<file path="config.mk">
export PLATFORM = sky130hd
export DESIGN_NAME = fcei_top
export DESIGN_NICKNAME = d
export VERILOG_FILES = /design/src/fcei_pkg.sv /design/src/fcei_w1c_bit.sv /design/src/fcei_rsvd_reg.sv /design/src/fcei_top.sv
export VERILOG_INCLUDE_DIRS = /design/src /design/src/src
export SDC_FILE = /design/constraint.sdc
export NUM_CORES = 1
export LEC_CHECK = 0
export CAP_MARGIN = 15
export CORE_UTILIZATION = 40
export DETAILED_ROUTE_END_ITERATION = 8
export DONT_BUFFER_PORTS = 1
export PLACE_DENSITY = 0.63
export SYNTH_ARGS = -nofsm -noshare
export SYNTH_HDL_FRONTEND = slang
export SYNTH_SLANG_ARGS = --single-unit
</file>
<file path="constraint.sdc">
create_clock -name mclk_i -period 1.2 [get_ports mclk_i]
set_input_delay 0.12 -clock mclk_i [delete_from_list [all_inputs] [get_ports mclk_i]]
set_output_delay 0.12 -clock mclk_i [all_outputs]
set_load 0.02 [all_outputs]
</file>
<file path="src/fcei_defs.svh">
// Offsets, field positions and reset values of the error flag registers
`ifndef FCEI_DEFS_SVH
`define FCEI_DEFS_SVH

`define FCEI_ADDR_W          8
`define FCEI_DATA_W          8

// Register offsets
`define FCEI_OFS_TOP         8'h69
`define FCEI_OFS_SERIAL      8'h6a
`define FCEI_OFS_READBACK    8'h6b
`define FCEI_OFS_MONITOR     8'h6c

`define FCEI_RESET_VAL       8'h00
`define FCEI_ZERO_BYTE       8'h00

// Top-level error register fields
`define FCEI_TOP_WATCHDOG    7
`define FCEI_TOP_MONITOR     6
`define FCEI_TOP_READBACK    5
`define FCEI_TOP_SERIAL      4
`define FCEI_TOP_PROC_PWR    3
`define FCEI_TOP_CTRL_PWR    2
`define FCEI_TOP_ORDERLY     1
`define FCEI_TOP_IMMEDIATE   0

// Serial error register fields
`define FCEI_SER_P2_ADDR     7
`define FCEI_SER_P2_CRC      5
`define FCEI_SER_P1_ADDR     3
`define FCEI_SER_P1_CRC      1
`define FCEI_SER_FRAME       0
`define FCEI_SER_RSVD_MASK   8'h54

// Pin readback register fields
`define FCEI_RB_PROC_RST     3
`define FCEI_RB_ENABLE_DRIVE_OUTPUT       0
`define FCEI_RB_RSVD_MASK    8'hf6

// Error monitor register fields
`define FCEI_MON_RESET       5
`define FCEI_MON_FAIL        4
`define FCEI_MON_PIN         3
`define FCEI_MON_RSVD_MASK   8'hc7

`endif

</file>
<file path="src/fcei_pkg.sv">
// Types shared by the error flag block
package fcei_pkg;
   typedef logic [7:0] fcei_byte_t;
   typedef logic [7:0] fcei_addr_t;
endpackage

</file>
<file path="src/fcei_w1c_bit.sv">
// One latched flag: set by a hardware event, cleared by writing one
module fcei_w1c_bit
   import fcei_pkg::*;
(
   // Clock and reset
   input  wire logic mclk_i,
   input  wire logic rst_n_i,
   input  wire logic ce_i,
   // Control
   input  wire logic set_i,
   input  wire logic clr_i,
   // State
   output logic      flag_o
);

   logic flag_r;

   // Set outranks clear so an event in the clearing cycle is kept
   always_ff @(posedge mclk_i or negedge rst_n_i) begin
      if (!rst_n_i) begin
         flag_r <= 1'b0;
      end else if (ce_i) begin
         flag_r <= set_i | (flag_r & ~clr_i);
      end
   end

   assign flag_o = flag_r;

endmodule // fcei_w1c_bit

</file>
<file path="src/fcei_rsvd_reg.sv">
// Plain read/write storage for the reserved bits of one register
`include "fcei_defs.svh"

module fcei_rsvd_reg
   import fcei_pkg::*;
#(
   parameter fcei_byte_t MASK = 8'hff
)
(
   // Clock and reset
   input  wire logic       mclk_i,
   input  wire logic       rst_n_i,
   input  wire logic       ce_i,
   // Write side
   input  wire logic       wr_i,
   input  wire fcei_byte_t wdata_i,
   // Stored value, non-reserved bits read as zero
   output fcei_byte_t      q_o
);

   fcei_byte_t bits_r;

   always_ff @(posedge mclk_i or negedge rst_n_i) begin
      if (!rst_n_i) begin
         bits_r <= `FCEI_RESET_VAL;
      end else if (ce_i && wr_i) begin
         bits_r <= wdata_i & MASK;
      end
   end

   assign q_o = bits_r;

endmodule // fcei_rsvd_reg

</file>
<file path="src/fcei_top.sv">
// Top-level, serial-port, pin readback and error monitor flag registers with their interrupt output
//
// Contract
// - Top bit 7 read-only, set while any watchdog reset/fail/long-window flag is set.
// - Top bit 6 read-only, set while any error monitor flag bit is set (reserved bits ignored).
// - Top bit 5 read-only, set while any pin readback flag bit is set (reserved bits ignored).
// - Top bit 4 read-only, set while any serial error flag bit is set (reserved bits ignored).
// - Top bit 3 latches processor power fault; cleared by writing one.
// - Top bit 2 latches controller power fault; cleared by writing one.
// - Top bit 1 latches orderly shutdown until a one is written.
// - Top bit 0 latches immediate shutdown until a one is written.
// - Serial bit 7 latches second-port bad register address write; write one clears.
// - Second-port address/checksum flags interrupt only when checksum enabled and unmasked.
// - Serial bit 5 latches second-port checksum mismatch; write one clears.
// - Serial bit 3 latches primary-port bad register address write; write one clears.
// - Serial bit 1 latches primary-port checksum mismatch; write one clears.
// - Primary-port address/checksum flags interrupt only when checksum enabled and unmasked.
// - Serial bit 0 latches SPI framing fault; write one clears.
// - Readback register latches reset-output bit 3 and enable-drive bit 0, write-one-clear.
// - Monitor register latches reset bit 5, fail bit 4, pin fault bit 3.
`include "fcei_defs.svh"

module fcei_top
   import fcei_pkg::*;
(
   // Clock, reset, clock enable
   input  wire logic       mclk_i,
   input  wire logic       rst_n_i,
   input  wire logic       ce_i,
   // Register access port
   input  wire fcei_addr_t reg_addr_i,
   input  wire logic       reg_wr_i,
   input  wire fcei_byte_t reg_wdata_i,
   input  wire logic       reg_rd_i,
   output fcei_byte_t      reg_rdata_o,
   // Watchdog flag levels
   input  wire logic       watchdog_reset_flag_i,
   input  wire logic       watchdog_fail_flag_i,
   input  wire logic       watchdog_long_window_flag_i,
   // Power and shutdown event pulses
   input  wire logic       processor_power_fault_i,
   input  wire logic       controller_power_fault_i,
   input  wire logic       orderly_off_i,
   input  wire logic       immediate_off_i,
   // Serial port error pulses
   input  wire logic       second_port_bad_address_i,
   input  wire logic       second_port_checksum_i,
   input  wire logic       primary_port_bad_address_i,
   input  wire logic       primary_port_checksum_i,
   input  wire logic       spi_framing_fault_i,
   // Pin readback and error monitor pulses
   input  wire logic       processor_reset_output_readback_i,
   input  wire logic       enable_drive_output_readback_i,
   input  wire logic       error_monitor_reset_i,
   input  wire logic       error_monitor_fail_i,
   input  wire logic       error_monitor_pin_i,
   // Checksum configuration
   input  wire logic       second_port_checksum_enable_i,
   input  wire logic       second_port_checksum_mask_i,
   input  wire logic       primary_port_checksum_enable_i,
   input  wire logic       primary_port_checksum_mask_i,
   // Interrupt pin
   output logic            interrupt_out_n_o
);

   ////////////////////////////////////////////////////////////////////////////
   // Address decode

   logic wr_top;
   logic wr_serial;
   logic wr_readback;
   logic wr_monitor;

   assign wr_top      = reg_wr_i && (reg_addr_i == `FCEI_OFS_TOP);
   assign wr_serial   = reg_wr_i && (reg_addr_i == `FCEI_OFS_SERIAL);
   assign wr_readback = reg_wr_i && (reg_addr_i == `FCEI_OFS_READBACK);
   assign wr_monitor  = reg_wr_i && (reg_addr_i == `FCEI_OFS_MONITOR);

   // Clear strobes: a written zero leaves a flag alone
   fcei_byte_t clr_top;
   fcei_byte_t clr_serial;
   fcei_byte_t clr_readback;
   fcei_byte_t clr_monitor;

   assign clr_top      = wr_top      ? reg_wdata_i : `FCEI_ZERO_BYTE;
   assign clr_serial   = wr_serial   ? reg_wdata_i : `FCEI_ZERO_BYTE;
   assign clr_readback = wr_readback ? reg_wdata_i : `FCEI_ZERO_BYTE;
   assign clr_monitor  = wr_monitor  ? reg_wdata_i : `FCEI_ZERO_BYTE;

   ////////////////////////////////////////////////////////////////////////////
   // Top-level latched flags

   logic processor_power_fault_flag;
   logic controller_power_fault_flag;
   logic orderly_off_flag;
   logic immediate_off_flag;

   fcei_w1c_bit u_proc_pwr (
      .mclk_i  (mclk_i), .rst_n_i (rst_n_i), .ce_i    (ce_i),
      .set_i   (processor_power_fault_i),
      .clr_i   (clr_top[`FCEI_TOP_PROC_PWR]),
      .flag_o  (processor_power_fault_flag)
   );

   fcei_w1c_bit u_ctrl_pwr (
      .mclk_i  (mclk_i), .rst_n_i (rst_n_i), .ce_i    (ce_i),
      .set_i   (controller_power_fault_i),
      .clr_i   (clr_top[`FCEI_TOP_CTRL_PWR]),
      .flag_o  (controller_power_fault_flag)
   );

   fcei_w1c_bit u_orderly (
      .mclk_i  (mclk_i), .rst_n_i (rst_n_i), .ce_i    (ce_i),
      .set_i   (orderly_off_i),
      .clr_i   (clr_top[`FCEI_TOP_ORDERLY]),
      .flag_o  (orderly_off_flag)
   );

   fcei_w1c_bit u_immediate (
      .mclk_i  (mclk_i), .rst_n_i (rst_n_i), .ce_i    (ce_i),
      .set_i   (immediate_off_i),
      .clr_i   (clr_top[`FCEI_TOP_IMMEDIATE]),
      .flag_o  (immediate_off_flag)
   );

   ////////////////////////////////////////////////////////////////////////////
   // Serial error flags

   logic second_port_bad_address_flag;
   logic second_port_checksum_flag;
   logic primary_port_bad_address_flag;
   logic primary_port_checksum_flag;
   logic spi_framing_fault_flag;

   fcei_w1c_bit u_p2_addr (
      .mclk_i  (mclk_i), .rst_n_i (rst_n_i), .ce_i    (ce_i),
      .set_i   (second_port_bad_address_i),
      .clr_i   (clr_serial[`FCEI_SER_P2_ADDR]),
      .flag_o  (second_port_bad_address_flag)
   );

   fcei_w1c_bit u_p2_crc (
      .mclk_i  (mclk_i), .rst_n_i (rst_n_i), .ce_i    (ce_i),
      .set_i   (second_port_checksum_i),
      .clr_i   (clr_serial[`FCEI_SER_P2_CRC]),
      .flag_o  (second_port_checksum_flag)
   );

   fcei_w1c_bit u_p1_addr (
      .mclk_i  (mclk_i), .rst_n_i (rst_n_i), .ce_i    (ce_i),
      .set_i   (primary_port_bad_address_i),
      .clr_i   (clr_serial[`FCEI_SER_P1_ADDR]),
      .flag_o  (primary_port_bad_address_flag)
   );

   fcei_w1c_bit u_p1_crc (
      .mclk_i  (mclk_i), .rst_n_i (rst_n_i), .ce_i    (ce_i),
      .set_i   (primary_port_checksum_i),
      .clr_i   (clr_serial[`FCEI_SER_P1_CRC]),
      .flag_o  (primary_port_checksum_flag)
   );

   fcei_w1c_bit u_frame (
      .mclk_i  (mclk_i), .rst_n_i (rst_n_i), .ce_i    (ce_i),
      .set_i   (spi_framing_fault_i),
      .clr_i   (clr_serial[`FCEI_SER_FRAME]),
      .flag_o  (spi_framing_fault_flag)
   );

   ////////////////////////////////////////////////////////////////////////////
   // Pin readback and error monitor flags

   logic proc_reset_readback_flag;
   logic enable_drive_readback_flag;
   logic monitor_reset_flag;
   logic monitor_fail_flag;
   logic monitor_pin_flag;

   fcei_w1c_bit u_rb_rst (
      .mclk_i  (mclk_i), .rst_n_i (rst_n_i), .ce_i    (ce_i),
      .set_i   (processor_reset_output_readback_i),
      .clr_i   (clr_readback[`FCEI_RB_PROC_RST]),
      .flag_o  (proc_reset_readback_flag)
   );

   fcei_w1c_bit u_rb_drv (
      .mclk_i  (mclk_i), .rst_n_i (rst_n_i), .ce_i    (ce_i),
      .set_i   (enable_drive_output_readback_i),
      .clr_i   (clr_readback[`FCEI_RB_ENABLE_DRIVE_OUTPUT]),
      .flag_o  (enable_drive_readback_flag)
   );

   fcei_w1c_bit u_mon_rst (
      .mclk_i  (mclk_i), .rst_n_i (rst_n_i), .ce_i    (ce_i),
      .set_i   (error_monitor_reset_i),
      .clr_i   (clr_monitor[`FCEI_MON_RESET]),
      .flag_o  (monitor_reset_flag)
   );

   fcei_w1c_bit u_mon_fail (
      .mclk_i  (mclk_i), .rst_n_i (rst_n_i), .ce_i    (ce_i),
      .set_i   (error_monitor_fail_i),
      .clr_i   (clr_monitor[`FCEI_MON_FAIL]),
      .flag_o  (monitor_fail_flag)
   );

   fcei_w1c_bit u_mon_pin (
      .mclk_i  (mclk_i), .rst_n_i (rst_n_i), .ce_i    (ce_i),
      .set_i   (error_monitor_pin_i),
      .clr_i   (clr_monitor[`FCEI_MON_PIN]),
      .flag_o  (monitor_pin_flag)
   );

   ////////////////////////////////////////////////////////////////////////////
   // Reserved storage, no effect on any flag

   fcei_byte_t rsvd_serial;
   fcei_byte_t rsvd_readback;
   fcei_byte_t rsvd_monitor;

   fcei_rsvd_reg #(.MASK(`FCEI_SER_RSVD_MASK)) u_rsvd_serial (
      .mclk_i  (mclk_i), .rst_n_i (rst_n_i), .ce_i    (ce_i),
      .wr_i    (wr_serial), .wdata_i (reg_wdata_i), .q_o     (rsvd_serial)
   );

   fcei_rsvd_reg #(.MASK(`FCEI_RB_RSVD_MASK)) u_rsvd_readback (
      .mclk_i  (mclk_i), .rst_n_i (rst_n_i), .ce_i    (ce_i),
      .wr_i    (wr_readback), .wdata_i (reg_wdata_i), .q_o     (rsvd_readback)
   );

   fcei_rsvd_reg #(.MASK(`FCEI_MON_RSVD_MASK)) u_rsvd_monitor (
      .mclk_i  (mclk_i), .rst_n_i (rst_n_i), .ce_i    (ce_i),
      .wr_i    (wr_monitor), .wdata_i (reg_wdata_i), .q_o     (rsvd_monitor)
   );

   ////////////////////////////////////////////////////////////////////////////
   // Register images and summaries

   fcei_byte_t serial_flags;
   fcei_byte_t readback_flags;
   fcei_byte_t monitor_flags;
   fcei_byte_t top_flags;

   always_comb begin
      serial_flags                     = `FCEI_ZERO_BYTE;
      serial_flags[`FCEI_SER_P2_ADDR]  = second_port_bad_address_flag;
      serial_flags[`FCEI_SER_P2_CRC]   = second_port_checksum_flag;
      serial_flags[`FCEI_SER_P1_ADDR]  = primary_port_bad_address_flag;
      serial_flags[`FCEI_SER_P1_CRC]   = primary_port_checksum_flag;
      serial_flags[`FCEI_SER_FRAME]    = spi_framing_fault_flag;
      readback_flags                   = `FCEI_ZERO_BYTE;
      readback_flags[`FCEI_RB_PROC_RST] = proc_reset_readback_flag;
      readback_flags[`FCEI_RB_ENABLE_DRIVE_OUTPUT]  = enable_drive_readback_flag;
      monitor_flags                    = `FCEI_ZERO_BYTE;
      monitor_flags[`FCEI_MON_RESET]   = monitor_reset_flag;
      monitor_flags[`FCEI_MON_FAIL]    = monitor_fail_flag;
      monitor_flags[`FCEI_MON_PIN]     = monitor_pin_flag;
   end

   // Summaries follow their sources, so writes to them have nothing to change
   always_comb begin
      top_flags = `FCEI_ZERO_BYTE;
      top_flags[`FCEI_TOP_WATCHDOG] = watchdog_reset_flag_i | watchdog_fail_flag_i
                                      | watchdog_long_window_flag_i;
      top_flags[`FCEI_TOP_MONITOR]  = (monitor_flags != `FCEI_ZERO_BYTE);
      top_flags[`FCEI_TOP_READBACK] = (readback_flags != `FCEI_ZERO_BYTE);
      top_flags[`FCEI_TOP_SERIAL]   = (serial_flags != `FCEI_ZERO_BYTE);
      top_flags[`FCEI_TOP_PROC_PWR] = processor_power_fault_flag;
      top_flags[`FCEI_TOP_CTRL_PWR] = controller_power_fault_flag;
      top_flags[`FCEI_TOP_ORDERLY]  = orderly_off_flag;
      top_flags[`FCEI_TOP_IMMEDIATE] = immediate_off_flag;
   end

   ////////////////////////////////////////////////////////////////////////////
   // Read port

   fcei_byte_t rdata_r;
   fcei_byte_t rdata_nxt;

   always_comb begin
      case (reg_addr_i)
         `FCEI_OFS_TOP:      rdata_nxt = top_flags;
         `FCEI_OFS_SERIAL:   rdata_nxt = serial_flags | rsvd_serial;
         `FCEI_OFS_READBACK: rdata_nxt = readback_flags | rsvd_readback;
         `FCEI_OFS_MONITOR:  rdata_nxt = monitor_flags | rsvd_monitor;
         default:            rdata_nxt = `FCEI_ZERO_BYTE;
      endcase
   end

   // Read data holds until the next read so a slow shifter can sample it
   always_ff @(posedge mclk_i or negedge rst_n_i) begin
      if (!rst_n_i) begin
         rdata_r <= `FCEI_RESET_VAL;
      end else if (ce_i && reg_rd_i) begin
         rdata_r <= rdata_nxt;
      end
   end

   assign reg_rdata_o = rdata_r;

   ////////////////////////////////////////////////////////////////////////////
   // Interrupt pin

   logic second_port_irq_ok;
   logic primary_port_irq_ok;
   logic irq_any;
   logic irq_n_r;

   assign second_port_irq_ok  = second_port_checksum_enable_i & ~second_port_checksum_mask_i;
   assign primary_port_irq_ok = primary_port_checksum_enable_i & ~primary_port_checksum_mask_i;

   assign irq_any = top_flags[`FCEI_TOP_WATCHDOG]
                  | processor_power_fault_flag | controller_power_fault_flag
                  | orderly_off_flag | immediate_off_flag
                  | (monitor_flags != `FCEI_ZERO_BYTE)
                  | (readback_flags != `FCEI_ZERO_BYTE)
                  | ((second_port_bad_address_flag | second_port_checksum_flag) & second_port_irq_ok)
                  | ((primary_port_bad_address_flag | primary_port_checksum_flag) & primary_port_irq_ok)
                  | spi_framing_fault_flag;

   always_ff @(posedge mclk_i or negedge rst_n_i) begin
      if (!rst_n_i) begin
         irq_n_r <= 1'b1;
      end else if (ce_i) begin
         irq_n_r <= ~irq_any;
      end
   end

   assign interrupt_out_n_o = irq_n_r;

endmodule // fcei_top

</file>
## After elaboration in Yosys (flattened, before gate mapping)

Index checks and enable logic that the tools add are counted.

- Flip-flop bits (word level): 37

- Mux-type cells: 5
- Reduce and logical (&&, ||, !) cells: 11
- Equality and inequality tests: 4
- Bitwise gates (word level): 65

Operator list:

| kind | count |
|---|---|
| == test 8 x 7 -> 1 bit (second input constant) | 4 |
| case mux 8 bit (4 select lines) | 1 |
| bitwise OR 1 bit | 27 |
| nonzero test 8 bit | 3 |
| AND 1 bit | 18 |
| NOT 1 bit | 17 |
| logical AND 1 bit | 8 |
| two-way mux 4 bit | 2 |
| two-way mux 8 bit | 1 |
| bitwise OR 4 x 8 -> 8 bit | 1 |
| bitwise OR 6 x 8 -> 8 bit | 1 |
| bitwise OR 8 x 7 -> 8 bit | 1 |
| two-way mux 6 bit | 1 |

## Depth between registers and ports, before layout

- Depth after elaboration: 12
- Mapped depth: 6
- Depth with buffers taken out: 4

## Cells and area by module

From an unflattened synthesis, not the netlist that was laid out.

- Cell total of the unflattened synthesis: 204
- Area total of the unflattened synthesis: 2063.2 um2

By module, submodules not included:

| module | cells each | instances | area each (um2) | seq. area each (um2) |
|---|---|---|---|---|
| fcei_top | 118 | 1 | 885.8 | 226.5 |
| fcei_w1c_bit | 3 | 14 | 37.5 | 25.0 |
| fcei_rsvd_reg at u_rsvd_readback | 16 | 1 | 270.3 | 150.1 |
| fcei_rsvd_reg at u_rsvd_monitor | 15 | 1 | 214.0 | 125.1 |
| fcei_rsvd_reg at u_rsvd_serial | 13 | 1 | 167.7 | 75.1 |

## Worst setup path after synthesis

Ideal clock, no wire load.

- Path kind: input -> register
- From: input port reg_addr_i[4]
- To: register u_rsvd_readback.bits_r[1], in the netlist u_rsvd_readback.q_o[1]
- Library setup time: 0.125 ns
- Arrival time: 1.332 ns
- Stages on the path: 5
- Setup slack: -0.257 ns
- Cells stage by stage: nand4bb_1 -> nor3_2 -> and4_1 -> buf_2 -> mux2_2

- Cells in the longest elaborated chain, start to end: 3

RTL lines:

| item | RTL line | source |
|---|---|---|
| from (decl) | fcei_top.sv:31 | `input wire fcei_addr_t reg_addr_i,` |
| == test 8 x 7 -> 1 bit | - |  |
| logical AND 1 bit | fcei_top.sv:76 | `` assign wr_readback = reg_wr_i && (reg_addr_i == `FCEI_OFS_READBACK); `` |
| logical AND 1 bit | fcei_rsvd_reg.sv:26 | `end else if (ce_i && wr_i) begin` |
| to (signal assigned) | fcei_rsvd_reg.sv:25 | `` bits_r <= `FCEI_RESET_VAL; `` |
| to (signal assigned) | fcei_rsvd_reg.sv:27 | `bits_r <= wdata_i & MASK;` |
| to (decl) | fcei_rsvd_reg.sv:21 | `fcei_byte_t bits_r;` |

No other way between the ends.
A chain may end at the register's enable or synchronous reset.

## Worst setup path after layout

- From: register u_p1_crc.flag_r, in the netlist u_p1_crc.flag_o
- To: register rdata_r[1], in the netlist reg_rdata_o[1]

- Cells in the longest elaborated chain, start to end: 2

RTL lines:

| item | RTL line | source |
|---|---|---|
| from (decl) | fcei_w1c_bit.sv:16 | `logic flag_r;` |
| from (signal assigned) | fcei_w1c_bit.sv:23 | `flag_r <= set_i \| (flag_r & ~clr_i);` |
| bitwise OR 8 x 7 -> 8 bit | fcei_top.sv:283 | `` `FCEI_OFS_SERIAL: rdata_nxt = serial_flags \| rsvd_serial; `` |
| case mux 8 bit (4 select lines) | fcei_top.sv:281 | `case (reg_addr_i)` |
| to (signal assigned) | fcei_top.sv:293 | `` rdata_r <= `FCEI_RESET_VAL; `` |
| to (signal assigned) | fcei_top.sv:295 | `rdata_r <= rdata_nxt;` |
| to (decl) | fcei_top.sv:277 | `fcei_byte_t rdata_r;` |

No other way between the ends.

==> run_results.csv <==
group,metric,value,unit
outcome,status,"complete, but fails checks",
outcome,violations,"DRC, setup timing",
timing,hold_viol_final,0,
clocking,clk_pin_slew_worst_paths,0.07,ns
route,drt_iter0_drc,173,
power_and_ir_drop,p_switching,0.5635,mW
timing,setup_ws,-0.1192,ns
synthesis,syn-num-nets,212,
grt,grt_pass1_wl,8797,um
cells_and_area,ff_latch_area,927.1,um2
route,routed.top_layer,"met4",
power_and_ir_drop,netSwitchingFraction,0.2368,
grt,grt_overflow,0,
placement,port_buffers,0,
power_and_ir_drop,power-per-cell-area,906.0,mW/mm2
synthesis,synthArstFlopShare,1.000,
die,dieArea,0.005067,mm2
worst_setup_path,end_kind,"flip-flop",
clocking,cts_tree,"yes",
synthesis,synthFlopType,"dfrtp_1",
cells_and_area,multiInputGateArea,0.001023,mm2
cells_and_area,diodes,0,
die,die_x,71.18,um
clocking,clk_latency,0.29,ns
die,num_rows,24,
timing,timing.final.crit_share,1.099,
worst_setup_path,critPathRequiredTime,1.36,ns
clocking,numClockSinks,37,
synthesis,ys_top_cells_by_area,"dfrtp_1 47%, a22o_1 8.2%, mux2_2 6.5%",
timing,rsz0062_at_grt,"yes",
synthesis,syn_inst,170,
cells_and_area,drive_gt1_frac,0.3260,
cells_and_area,nNetsFinal,268,
die,die_y,71.18,um
power_and_ir_drop,pwr-share-clk,0.357,
route,wl_met2,2780,um
worst_setup_path,worstPathArrival,1.48,ns
placement,dp_hpwl,3800,um
timing,min_period,1.319,ns
clocking,cts_buffers,5,
timing,clock.fmax,758.1,MHz
die,start_util,0.4279,
route,wl_per_cell,19.94,um
power_and_ir_drop,pwr-share-seq,0.535,
power_and_ir_drop,max-vdd-ir-drop,397.8,uV
grt,grt_usage,0.2275,
worst_setup_path,cp_max_fo,3,
power_and_ir_drop,power,2.379,mW
synthesis,syn_area,0.001914,mm2
grt,grt_max_degree,38,
synthesis,seq_area_frac_synth,0.4843,
worst_setup_path,critPathKind,"reg2reg",
route,wirelength,5564,um
worst_setup_path,cp_cell_sequence,"mux2_4, a22o_1, a221oi_2, a21oi_1",
power_and_ir_drop,p_int,1.816,mW
cells_and_area,area_growth_syn_to_layout,37.19,%
timing,final_max_slew_viol_count,0,
worst_setup_path,critPathSlowestCell,"dfrtp_1",
clocking,cts_buffer_depth,2,
power_and_ir_drop,cellLeakagePower,1.173,nW
power_and_ir_drop,combPwrFrac,0.108,
timing,max_slew_margin,0.5740,
clocking,cts_root_buffer,"clkbuf_8",
route,dr.pass1.iters,6,
route,routed-via-count,1681,
synthesis,synth_edf_count,0,
worst_setup_path,critPathLaunchType,"flip-flop",
flow_run,maxCapViolations,0,
grt,antenna_found_initial,0,
synthesis,synth_seq_cells,37,
cells_and_area,n_fill_cell,375,
synthesis,yosysTopAreaCell,"dfrtp_1",
synthesis,synth_top_area_frac,0.4706,
route,drc,4,
die,coreArea,0.004474,mm2
placement,gp_congestion,0.9390,
timing,holdWs,0.02943,ns
synthesis,synth_cell_types,38,
grt,first_global_vias,1745,
timing,worst_pin_slew,0.6368,ns
synthesis,syn_avg_cell_area,11.26,um2
timing,skew,0.01017,ns
die,io_pins,51,
route,viasPerCell,6.025,
clocking,htree_levels,2,
route,drtAntennaViolNets,0,
worst_setup_path,cp_slowest_stage_delay,0.41,ns
hold_path,hold_path.class,"in2reg",
route,routed-wl-met3,430,um
route,wl_met1,2265,um
synthesis,ys_warn_count,0,
timing,setup_viol,7,
path summary, 6_finish.rpt:
check,from,end,slack [ns],cells after the start
setup reg to reg,u_p1_crc.flag_o,reg_rdata_o[1],-0.12,4
hold / removal,reg_wdata_i[2],u_ctrl_pwr.flag_o,0.03,2
min in group asynchronous,rst_n_i,reg_rdata_o[6],0.27,2
hold reg to reg,u_rsvd_readback.q_o[4],u_rsvd_readback.q_o[4],0.50,1
max in group asynchronous,rst_n_i,interrupt_out_n_o,0.67,2
setup / recovery,u_p1_crc.flag_o,reg_rdata_o[1],-0.12,4
power by group through the flow:
stage | clock network (mW) | registers, mW | logic (mW)
global route | 0.910 | 1.27 | 0.276
floorplan | 0 | 1.29 | 0.137
detailed placement | 0 | 1.30 | 0.133
finish | 0.848 | 1.27 | 0.258
global placement | 0 | 1.30 | 0.130
CTS | 0.852 | 1.27 | 0.253
metrics by stage:
step                setup WS [ns]  TNS [ns]  utilization  std cells  area, um2
floorplan                 -0.1894    -2.591            -        170       1963
global placement          -0.2012    -3.493       0.4857        241       2173
detailed placement        -0.2237    -3.888       0.4857        241       2173
CTS                       -0.1386   -0.6366       0.5738        275       2567
global route              -0.1563   -0.8093       0.5870        279       2626
finish                    -0.1192   -0.5172       0.5870        279       2626
final cells by class:
class,count,share of cell area
inverter,1,0.001429
clock buffer,8,0.03049
sequential,37,0.3530
timing repair buffer,60,0.2006
multi-input combinational,121,0.3897
tap,52,0.02477
placed cells by master (no fill, tap or decap), types with 2 or more instances in the layout:
| cell type | count |
|---|---|
| nand4_1 | 2 |
| dlygate4sd3_1 | 24 |
| a22o_1 | 18 |
| clkbuf_8 | 5 |
| nor2b_1 | 3 |
| nor3_1 | 4 |
| and2_1 | 2 |
| nor3b_1 | 2 |
| mux2i_1 | 2 |
| dfrtp_1 | 36 |
| buf_4 | 34 |
| o21ai_1 | 2 |
| nor2_1 | 6 |
| o21ai_0 | 2 |
| nor3b_4 | 2 |
| nand3b_1 | 3 |
| a221oi_2 | 6 |
| mux2_2 | 7 |
| nand2_1 | 12 |
| nand2b_1 | 4 |
| nand3_1 | 11 |
| a21oi_1 | 6 |
| and3_1 | 3 |
| mux2_4 | 9 |
| mux2_1 | 2 |
| clkbuf_1 | 3 |
critical path, delay by kind of cell (launching register included):
kind | cells | cell delay [ns]
mux | 1 | 0.28
flops | 1 | 0.41
compound gates | 3 | 0.51
registers in the layout, indices dropped and copies added (netlist names):
register	count
u_frame.flag_o	1
u_ctrl_pwr.flag_o	1
u_p2_addr.flag_o	1
interrupt_out_n_o	1
reg_rdata_o	8
u_mon_fail.flag_o	1
u_immediate.flag_o	1
u_p1_addr.flag_o	1
u_orderly.flag_o	1
u_rb_rst.flag_o	1
u_p1_crc.flag_o	1
u_mon_rst.flag_o	1
u_mon_pin.flag_o	1
u_rsvd_monitor.q_o	5
u_rsvd_readback.q_o	6
u_rb_drv.flag_o	1
u_p2_crc.flag_o	1
u_proc_pwr.flag_o	1
u_rsvd_serial.q_o	3
cell usage after synthesis, types with 3 or more instances:
cell type	instances
nand2b_1	4
nand3b_1	3
mux2_4	5
clkbuf_1	4
a21oi_1	6
and3_1	3
o21ai_0	4
nor3_1	4
mux2_2	11
nor2_1	7
buf_2	4
nand2_1	12
a22o_1	18
dfrtp_1	36
nand3_1	11
a221oi_1	7
nor2b_1	3
metal layers:
layer / vias up / GRT usage
li1: 754 / -
met1: 841 / 0.2827
met2: 76 / 0.3820
met3: 10 / 0.06553
met4: 0 / 0.07111
met5: - / 0
logic make-up (layout without fill, tap and decap cells):
group | after synthesis | in the layout | share of synthesized area
DFF | 37 | 37 | 0.4843
AOI/OAI and AO/OA | 38 | 38 | 0.1543
and+or+nand+nor | 63 | 63 | 0.2013
buffers and inverters | 12 | 69 | 0.03398
muxes | 20 | 20 | 0.1261
timing repair:
action	4_1_cts	5_1_grt
endpoints found under the setup margin	7	8
hold buffers	25	0
resized for setup	9	7
hold endpoints to repair	66	0
pin swaps	2	9
setup buffers	1	4
(Power assumes the default switching activity.)
